[src/dtsl_pkg.sv]
// Contract
// - setup register writable only while not armed
// - setup bits 5 and 4 read zero
// - type bit 7 qualifies matches by execution
// - bit 6 picks begin or end trace
// - event-only modes always run as begin trace
// - mode codes 0000 to 0110 select comparator combos
// - 0111 inside range, 1000 outside range
// - mode codes 1001 to 1111 never trigger
// - status bit 7 is A hit since arming
// - status bit 6 is B hit since arming
// - status bit 5 mirrors arm while enabled
// - run ends on full (begin) or trigger (end)
// - writing arm or enable zero ends run
// - valid count clears at start, 0 to 8
// - valid count holds while FIFO is read
// - run status register ignores all writes
// - event-only stores keep only the low byte
// - break on full (begin) or trigger (end)
package dtsl_pkg;
	// register byte addresses on the wishbone bus
	localparam logic [7:0] ADDR_TRIG_SETUP = 8'h00;
	localparam logic [7:0] ADDR_RUN_STATUS = 8'h04;
	localparam logic [7:0] ADDR_DEBUG_CTRL = 8'h08;
	// values after reset and count limits
	localparam logic [7:0] SETUP_RESET = 8'h00;
	localparam logic [7:0] CTRL_RESET = 8'h00;
	localparam logic [3:0] COUNT_ZERO = 4'h0;
	localparam logic [3:0] COUNT_LAST = 4'h7;
	localparam logic [3:0] COUNT_FULL = 4'h8;
	// trigger mode codes
	localparam logic [3:0] MODE_A_ONLY = 4'h0;
	localparam logic [3:0] MODE_A_OR_B = 4'h1;
	localparam logic [3:0] MODE_A_THEN_B = 4'h2;
	localparam logic [3:0] MODE_EVENT_B = 4'h3;
	localparam logic [3:0] MODE_A_THEN_EVENT_B = 4'h4;
	localparam logic [3:0] MODE_A_AND_B = 4'h5;
	localparam logic [3:0] MODE_A_NOT_B = 4'h6;
	localparam logic [3:0] MODE_INSIDE = 4'h7;
	localparam logic [3:0] MODE_OUTSIDE = 4'h8;

	typedef struct packed {
		logic exec_qual;
		logic trace_begin;
		logic [1:0] zero;
		logic [3:0] mode;
	} dtsl_setup_t;

	typedef struct packed {
		logic a_hit;
		logic b_hit;
		logic armed;
		logic zero;
		logic [3:0] count;
	} dtsl_status_t;

	typedef struct packed {
		logic enable;
		logic arm;
		logic tag_sel;
		logic brk_enable;
		logic [3:0] rw_bits;
	} dtsl_ctrl_t;

	// one bus cycle as seen by the comparators
	typedef struct packed {
		logic access;
		logic cmp_a_match;
		logic cmp_b_match;
		logic below_a;
		logic above_b;
		logic opcode_exec;
		logic [15:0] data;
	} dtsl_capture_t;

	typedef enum logic [1:0] {
		ST_IDLE,
		ST_WAIT,
		ST_STORE
	} dtsl_state_t;
endpackage

[src/dtsl_trigger.sv]
`timescale 1ns/100ps
module dtsl_trigger import dtsl_pkg::*; (
	input wire logic I_CLOCK,
	input wire logic I_RESETN,
	input wire logic I_WB_CYC,
	input wire logic I_WB_STB,
	input wire logic I_WB_WE,
	input wire logic [7:0] I_WB_ADR,
	input wire logic [3:0] I_WB_SEL,
	input wire logic [31:0] I_WB_DAT,
	input wire dtsl_capture_t I_CAPTURE,
	output logic O_WB_ACK,
	output logic [31:0] O_WB_DAT,
	output logic O_TRIGGER,
	output logic O_STORE_VALID,
	output logic [15:0] O_STORE_DATA,
	output logic O_BREAK_REQ,
	output logic O_ARMED
);
	dtsl_state_t state_q, state_d;
	dtsl_setup_t setup_q, setup_d;
	dtsl_ctrl_t ctrl_q, ctrl_d;
	logic af_q, af_d;
	logic bf_q, bf_d;
	logic [3:0] count_q, count_d;
	logic ack_q, ack_d;
	logic [31:0] rdat_q, rdat_d;
	logic trig_q, trig_d;
	logic store_q, store_d;
	logic [15:0] sdata_q, sdata_d;
	logic brk_q, brk_d;
	logic armed_q, armed_d;

	logic a_hit, b_hit, in_range, trig, event_only, begin_eff;
	logic bus_req, wr, wr_setup, wr_ctrl, store_now;
	logic [7:0] word_adr;
	dtsl_ctrl_t wctrl;
	dtsl_status_t status;

	// comparator qualification and trigger selection
	always_comb begin
		a_hit = I_CAPTURE.cmp_a_match & (~setup_q.exec_qual | I_CAPTURE.opcode_exec);
		b_hit = I_CAPTURE.cmp_b_match & (~setup_q.exec_qual | I_CAPTURE.opcode_exec);
		in_range = I_CAPTURE.access & ~I_CAPTURE.below_a & ~I_CAPTURE.above_b
			& (~setup_q.exec_qual | I_CAPTURE.opcode_exec);
		event_only = (setup_q.mode == MODE_EVENT_B) | (setup_q.mode == MODE_A_THEN_EVENT_B);
		begin_eff = setup_q.trace_begin | event_only;
		case (setup_q.mode)
			MODE_A_ONLY: trig = a_hit;
			MODE_A_OR_B: trig = a_hit | b_hit;
			// A must have hit in an earlier cycle of this run
			MODE_A_THEN_B: trig = af_q & b_hit;
			MODE_EVENT_B: trig = b_hit;
			MODE_A_THEN_EVENT_B: trig = af_q & b_hit;
			MODE_A_AND_B: trig = a_hit & b_hit;
			MODE_A_NOT_B: trig = a_hit & ~I_CAPTURE.cmp_b_match;
			MODE_INSIDE: trig = in_range;
			MODE_OUTSIDE: begin
				trig = I_CAPTURE.access & (I_CAPTURE.below_a | I_CAPTURE.above_b)
					& (~setup_q.exec_qual | I_CAPTURE.opcode_exec);
			end
			default: trig = 1'b0;
		endcase
	end

	// status image, armed bit only shows while enabled
	always_comb begin
		status.a_hit = af_q;
		status.b_hit = bf_q;
		status.armed = armed_q & ctrl_q.enable;
		status.zero = 1'b0;
		status.count = count_q;
	end

	// bus decode; writes land on the edge where the master sees ack
	always_comb begin
		bus_req = I_WB_CYC & I_WB_STB;
		word_adr = {I_WB_ADR[7:2], 2'b00};
		wr = bus_req & I_WB_WE & ack_q & I_WB_SEL[0];
		wr_setup = wr & (word_adr == ADDR_TRIG_SETUP);
		wr_ctrl = wr & (word_adr == ADDR_DEBUG_CTRL);
		wctrl = dtsl_ctrl_t'(I_WB_DAT[7:0]);
	end

	// next state of the whole block
	always_comb begin
		state_d = state_q;
		setup_d = setup_q;
		ctrl_d = ctrl_q;
		af_d = af_q;
		bf_d = bf_q;
		count_d = count_q;
		trig_d = 1'b0;
		store_d = 1'b0;
		sdata_d = sdata_q;
		brk_d = 1'b0;
		store_now = 1'b0;
		// one wait cycle before ack keeps read data registered
		ack_d = bus_req & ~ack_q;
		rdat_d = rdat_q;
		if (bus_req & ~ack_q) begin
			case (word_adr)
				ADDR_TRIG_SETUP: rdat_d = {24'h000000, setup_q};
				ADDR_RUN_STATUS: rdat_d = {24'h000000, status};
				ADDR_DEBUG_CTRL: rdat_d = {24'h000000, ctrl_q.enable, armed_q, ctrl_q[5:0]};
				default: rdat_d = 32'h00000000;
			endcase
		end
		if (state_q != ST_IDLE) begin
			if (a_hit) begin
				af_d = 1'b1;
			end
			if (b_hit) begin
				bf_d = 1'b1;
			end
			// event-only modes store one byte per event
			if (event_only) begin
				store_now = trig;
				sdata_d = store_now ? {8'h00, I_CAPTURE.data[7:0]} : sdata_q;
			end else begin
				store_now = (state_q == ST_STORE) & I_CAPTURE.access;
				sdata_d = store_now ? I_CAPTURE.data : sdata_q;
			end
			store_d = store_now;
			// count saturates at full; circular fill keeps it there
			if (store_now & (count_q != COUNT_FULL)) begin
				count_d = count_q + 4'h1;
			end
			if (!begin_eff) begin
				if (trig) begin
					trig_d = 1'b1;
					state_d = ST_IDLE;
					brk_d = ctrl_q.brk_enable;
				end
			end else begin
				if ((state_q == ST_WAIT) & trig) begin
					trig_d = 1'b1;
					state_d = event_only ? ST_WAIT : ST_STORE;
				end
				if (store_now & (count_q == COUNT_LAST)) begin
					state_d = ST_IDLE;
					brk_d = ctrl_q.brk_enable;
				end
			end
		end
		// setup is frozen for the whole run
		if (wr_setup & (state_q == ST_IDLE)) begin
			setup_d = {I_WB_DAT[7:6], 2'b00, I_WB_DAT[3:0]};
		end
		// control writes override the run sequencing above
		if (wr_ctrl) begin
			ctrl_d = wctrl;
			ctrl_d.arm = 1'b0;
			if (!wctrl.enable | !wctrl.arm) begin
				state_d = ST_IDLE;
				brk_d = 1'b0;
			end else if (state_q == ST_IDLE) begin
				state_d = begin_eff ? ST_WAIT : ST_STORE;
				af_d = 1'b0;
				bf_d = 1'b0;
				count_d = COUNT_ZERO;
			end
		end
		armed_d = (state_d != ST_IDLE);
	end

	// registers only; status has no write path at all
	always_ff @(posedge I_CLOCK) begin
		if (!I_RESETN) begin
			state_q <= ST_IDLE;
			setup_q <= SETUP_RESET;
			ctrl_q <= CTRL_RESET;
			af_q <= 1'b0;
			bf_q <= 1'b0;
			count_q <= COUNT_ZERO;
			ack_q <= 1'b0;
			rdat_q <= 32'h00000000;
			trig_q <= 1'b0;
			store_q <= 1'b0;
			sdata_q <= 16'h0000;
			brk_q <= 1'b0;
			armed_q <= 1'b0;
		end else begin
			state_q <= state_d;
			setup_q <= setup_d;
			ctrl_q <= ctrl_d;
			af_q <= af_d;
			bf_q <= bf_d;
			count_q <= count_d;
			ack_q <= ack_d;
			rdat_q <= rdat_d;
			trig_q <= trig_d;
			store_q <= store_d;
			sdata_q <= sdata_d;
			brk_q <= brk_d;
			armed_q <= armed_d;
		end
	end

	assign O_WB_ACK = ack_q;
	assign O_WB_DAT = rdat_q;
	assign O_TRIGGER = trig_q;
	assign O_STORE_VALID = store_q;
	assign O_STORE_DATA = sdata_q;
	assign O_BREAK_REQ = brk_q;
	assign O_ARMED = armed_q;
endmodule

[config.mk]
export PLATFORM = sky130hd
export DESIGN_NAME = dtsl_trigger
export DESIGN_NICKNAME = d
export VERILOG_FILES = /design/src/dtsl_pkg.sv /design/src/dtsl_trigger.sv
export SDC_FILE = /design/constraint.sdc
export NUM_CORES = 1
export LEC_CHECK = 0
export ABC_AREA = 1
export BUFFER_PORTS_ARGS = -buffer_cell sky130_fd_sc_hd__buf_2
export CAP_MARGIN = 5
export CORE_MARGIN = 3
export CORE_UTILIZATION = 46
export DETAILED_ROUTE_END_ITERATION = 8
export PLACE_DENSITY = 0.78
export SYNTH_ARGS = -nofsm -noshare
export SYNTH_HDL_FRONTEND = slang
export SYNTH_SLANG_ARGS = --single-unit
[constraint.sdc]
create_clock -name I_CLOCK -period 1.8 [get_ports I_CLOCK]
set_input_delay 0.09 -clock I_CLOCK [delete_from_list [all_inputs] [get_ports I_CLOCK]]
set_output_delay 0.09 -clock I_CLOCK [all_outputs]
set_load 0.005 [all_outputs]
After elaboration in Yosys (flattened, before gate mapping). Cells that the tools add are included.

Register bits after elaboration: 74. Input bits: 71. Output and inout bits: 53. Word-level logic and storage cells: 121.

Add/subtract/negate cells: 1. Eq/ne operators: 15. Mux-type cells: 41. Bitwise logic cells: 34. Reductions and logical operators: 12.

Operator list (count): 16-bit two-way mux (3); 8-bit one-hot mux with 3 select lines (1); 1-bit AND (23); 1-bit two-way mux (21); 4-bit by 3-bit == test with 1-bit output, second input constant (5); 2-bit two-way mux (10); 4-bit two-way mux (5); 4-bit by 2-bit == test with 1-bit output, second input constant (2); 8-bit zero test (1); 1-bit one-hot mux with 8 select lines (1); 6-bit by 1-bit == test with 1-bit output, second input constant (1); 6-bit by 2-bit == test with 1-bit output, second input constant (1); 6-bit zero test (1); 1-bit OR (6); 2-bit nonzero test (3); 1-bit inverter (5); 4-bit by 1-bit adder with 4-bit output, second input constant (1); 4-bit by 1-bit == test with 1-bit output, second input constant (1); 4-bit == test, second input constant (1); 4-bit zero test (1); 4-bit != test, second input constant (1); 3-bit AND reduction (1); 2-bit by 1-bit == test with 1-bit output, second input constant (1); 2-bit == test, second input constant (1); other kinds (5) (6).

Longest topological paths before layout.
Depth after elaboration: 15. Gate-level depth with buffers: 15. Mapped depth without buffers: 13.

Worst setup path before layout. OpenSTA, ideal clock, no wires.

Path type: reg2reg. Start point: register setup_q[1] (netlist bit). End point: register sdata_q[14] (netlist: O_STORE_DATA[14]). Arrival: 1.397 ns. Slack: 0.271 ns. Stages on the path, launching flop included: 14. Path buffers: 2. Period minus slack after synthesis: 1.529 ns. Cell sequence: dfxtp_1 buf_6 nand2_1 inv_2 nand2_1 nand2_1 nand3_2 nand4_4 nand2_1 nand2_2 nand2_2 buf_6 a21oi_1 nor3_1.

Cells in the longest elaborated chain, start to end: 5. Elaborated cells on any way between the ends: 16. Classes of those cells: eq/ne: 9; mux: 2; bitwise: 1; reduce/logical: 4.

RTL lines: start: declaration (RTL line dtsl_trigger.sv:21) `dtsl_setup_t setup_q, setup_d;`; start signal: assignment (RTL line dtsl_trigger.sv:185) `setup_q <= setup_d;`; 4-bit by 3-bit == test with 1-bit output / 4-bit by 2-bit == test with 1-bit output (equally long branches) (RTL line dtsl_trigger.sv:46, dtsl_trigger.sv:48); 2-bit OR reduction (no line); 1-bit one-hot mux with 8 select lines (RTL line dtsl_trigger.sv:48) `case (setup_q.mode)`; 2-bit != test (no line); 3-bit AND reduction (no line); end signal: assignment (RTL line dtsl_trigger.sv:194) `sdata_q <= sdata_d;`; end: declaration (RTL line dtsl_trigger.sv:30) `logic [15:0] sdata_q, sdata_d;`.

Several ways; a longest one is shown, not always the timed one. A chain may end at the register's enable or synchronous reset.

Worst setup path in the final report.
Start point: register state_q[1]. End point: register count_q[1].

Cells in the longest elaborated chain, start to end: 10. Elaborated cells on any way between the ends: 12. Classes of those cells: eq/ne: 1; mux: 7; bitwise: 2; reduce/logical: 2.

RTL lines: start: declaration (RTL line dtsl_trigger.sv:20) `dtsl_state_t state_q, state_d;`; start signal: assignment (RTL line dtsl_trigger.sv:184) `state_q <= state_d;`; 2-bit == test (RTL line dtsl_trigger.sv:121) `store_now = (state_q == ST_STORE) & I_CAPTURE.access;`; 1-bit AND (RTL line dtsl_trigger.sv:121); 1-bit two-way mux (RTL line dtsl_trigger.sv:117) `if (event_only) begin`; 1-bit two-way mux (RTL line dtsl_trigger.sv:109) `if (state_q != ST_IDLE) begin`; 1-bit AND (RTL line dtsl_trigger.sv:126) `if (store_now & (count_q != COUNT_FULL)) begin`; 4-bit two-way mux (RTL line dtsl_trigger.sv:126); 4-bit two-way mux (RTL line dtsl_trigger.sv:109); 4-bit two-way mux (RTL line dtsl_trigger.sv:157) `end else if (state_q == ST_IDLE) begin`; 4-bit two-way mux (RTL line dtsl_trigger.sv:154) `if (!wctrl.enable | !wctrl.arm) begin`; 4-bit two-way mux (*) (RTL line dtsl_trigger.sv:151) `if (wr_ctrl) begin`; end signal: assignment (RTL line dtsl_trigger.sv:189) `count_q <= count_d;`; end: declaration (RTL line dtsl_trigger.sv:25) `logic [3:0] count_q, count_d;`.

Mark *: on every way between the ends. The rest lies on a longest branch, timed or not. The select of a mux whose other input is x is not followed.

==> results.json <==
{
  "num_rows": 26,
  "cts_buffers": 5,
  "hold_viol": 0,
  "port_buffers": 70,
  "vias": 2454,
  "antenna_found_initial": 0,
  "hold_class": "in -> reg",
  "fp.dieH_um": 79.9,
  "routabilityCongestion": 0.913,
  "critPathLaunchType": "register",
  "wl_per_cell_um": 11.9,
  "cts_tree": "yes",
  "synthSimpleGateAreaFrac": 0.272,
  "h-tree-depth": 2,
  "crit_arrival_ns": 1.88,
  "firstDrtPassIters": 4,
  "grt_max_degree": 19,
  "synth_fa_ha_area_frac": 0.00997,
  "synth_seq_cells": 50,
  "ios": 124,
  "grt_pass1_vias": 2280,
  "drc": 0,
  "yosysTopAreaCell": "dfxtp_1",
  "dpl.cell_count": 488,
  "clock_sinks": 50,
  "yosysSeqAreaShare": 0.399,
  "drv_cap": 0,
  "p_per_area_nw_per_um2": 642,
  "critPathKind": "reg -> reg",
  "ctsLongestPathBuffers": 2,
  "ir_worst_vdd_uv": 335,
  "syn-instance-count": 346,
  "grt_use_met2": 0.316,
  "synth_compound_area_frac": 0.162,
  "critical_path_required_ns": 2.00,
  "p_total_mw": 1.96,
  "area_growth_pct": 21.6,
  "diodes": 0,
  "utilization": 0.586,
  "layout_setup_ws_ns": 0.123,
  "worst-path-max-fanout": 7,
  "status": "finished clean",
  "cts_hold_buf": 0,
  "initialDrtViolationCount": 161,
  "multi_input_area_um2": 1250,
  "slew_violations": 0,
  "placed_area_um2": 2880,
  "p_sw_mw": 0.448,
  "clock_skew_ns": 0.0149,
  "cp-end-kind": "register",
  "grt_pass1_wl_um": 9480,
  "root_buffer": "clkbuf_8",
  "clk_latency_ns": 0.31,
  "synth_cell_types": 33,
  "grt_use_met3": 0.0350,
  "final.fill_count": 490,
  "finalNonFillerCells": 496,
  "die_area_um2": 6380,
  "timing.hold.ws_ns": 0.0268,
  "r2r_cells": 6,
  "netlist_area_um2": 2510,
  "core_area_um2": 5200,
  "fin_area_um2": 3050,
  "hpwl_um": 4580,
  "die_w_um": 79.9,
  "min_delay_path_depth": 3,
  "track_usage": 0.184,
  "final.period_utilization": 0.932,
  "yosys-top-cells-area": "dfxtp_1 (40%), nand2_1 (12%), a21oi_1 (9.4%)",
  "setup_tns_ns": 0,
  "wl_um": 5890,
  "grt.busiest_layer": "met2",
  "cp_slowest_cell": "dfxtp_1",
  "power_frac_seq": 0.564,
  "dp_slack_ns": -0.0280,
  "max_freq_mhz": 596,
  "clockPowerShare": 0.370,
  "layout.nets": 498,
  "ant_nets": 0,
  "synthMuxAreaShare": 0,
  "cellLeakagePower_nw": 1.43,
  "start_util": 0.482,
  "synth_top_family_by_area": "simple AND/OR/NAND/NOR gates",
  "yosys_warnings": 0,
  "viasPerCell": 4.95,
  "seqCellArea_um2": 1010,
  "p_int_mw": 1.51,
  "clk_pin_slew_ns": 0.10,
  "combinationalPowerShare": 0.065,
  "setup-violations-final": 0,
  "path_cells": "nor2_1 > inv_1 > o31ai_4 > inv_1 > o21ai_0 > a21oi_1",
  "synth.top_cell.area_share": 0.399,
  "timing.critical_path.mode_cell": "inv_1",
  "finalCriticalPeriod_ns": 1.68,
  "power_switching_share": 0.229,
  "drive_gt1_frac": 0.275,
  "gr-usage-met1": 0.225,
  "grt-ovfl-total": 0,
  "synth_xor_xnor_area_share": 0,
  "avgSynthCellArea_um2": 7.25,
  "critPathMaxStageDelay_ns": 0.36
}
cells by family after synthesis:
family,count (synthesis)
and+or+nand+nor,150
adders and majority gates,2
AOI/OAI and AO/OA,73
buffers and inverters,70
DFF,50
other,1
synth_stat cells, drive strengths merged:
master and count:
buf 32, inv 33, nand4 8, conb 1, or2 1, nand3 25, clkbuf 4, ha 2
nor3 9, nand2 79, dfxtp 50, a32o 1, a211oi 1, nor2 27, o21ai 17, o221ai 2
a21boi 2, a21oi 47, o211ai 2, clkinv 1, nand3b 1, o31ai 1
layout make-up:
cell class,instances,share of cell area
Clock buffer,7,0.0316
Tap cell,70,0.0287
Inverter,34,0.0418
Multi-Input combinational cell,249,0.411
Timing Repair Buffer,85,0.153
Clock inverter,1,0.00287
Sequential cell,50,0.331
placed cells by master (no fill, tap or decap), drive strengths merged:
cell / netlist / routed
clkinv: 1 / 2
nor3: 9 / 9
nand2: 79 / 79
o221ai: 2 / 2
inv: 33 / 33
o31ai: 1 / 1
nand3: 25 / 25
o21ai: 17 / 17
a21boi: 2 / 2
a32o: 1 / 1
nor2: 27 / 27
ha: 2 / 2
a211oi: 1 / 1
buf: 32 / 85
conb: 1 / 24
nand3b: 1 / 1
nand4: 8 / 8
a21oi: 47 / 47
clkbuf: 4 / 7
dfxtp: 50 / 50
o211ai: 2 / 2
or2: 1 / 1
registers in the layout, summed over array words and instances (netlist names):
register and count:
O_ARMED 1, O_BREAK_REQ 1, O_STORE_DATA 16, O_STORE_VALID 1
O_TRIGGER 1, O_WB_ACK 1, O_WB_DAT 8, af_q 1
bf_q 1, count_q 4, ctrl_q 7, setup_q 6
state_q 2
worst paths after layout:
path	start	endpoint	slack, ns
worst max-delay path	state_q[1]	count_q[1]	0.12
worst min-delay path	I_WB_DAT[2]	setup_q[2]	0.03
worst max register to register	state_q[1]	count_q[1]	0.12
worst min register to register	O_STORE_DATA[4]	O_STORE_DATA[4]	0.46
power by group through the flow:
stage | clock [mW] | combinational [mW] | sequential, mW
2_1_floorplan | 0 | 0.0953 | 1.13
3_3_place_gp | 0 | 0.124 | 1.13
3_5_place_dp | 0 | 0.126 | 1.13
4_1_cts | 0.727 | 0.126 | 1.11
5_1_grt | 0.773 | 0.144 | 1.11
6_report | 0.725 | 0.128 | 1.11
routing by layer:
layer,routed length [µm],up-vias
met3,390,9
met4,69,0
li1,-,1250
met2,2910,83
met1,2530,1112
met5,0,-
worst max-delay path, delay by kind of cell (launching register included):
family	cells	cell delay (ns)
AOI/OAI and AO/OA	3	0.48
buffers and inverters	2	0.44
DFF	1	0.36
and+or+nand+nor	1	0.28
what timing repair did:
action,in CTS,in global routing
gates resized for setup,1,17
pin swaps,0,3
hold endpoints to repair,0,0
setup endpoints to repair,9,24
buffers inserted,0,0
cloned,0,0
No activity file was read; power rests on OpenSTA's default activity.
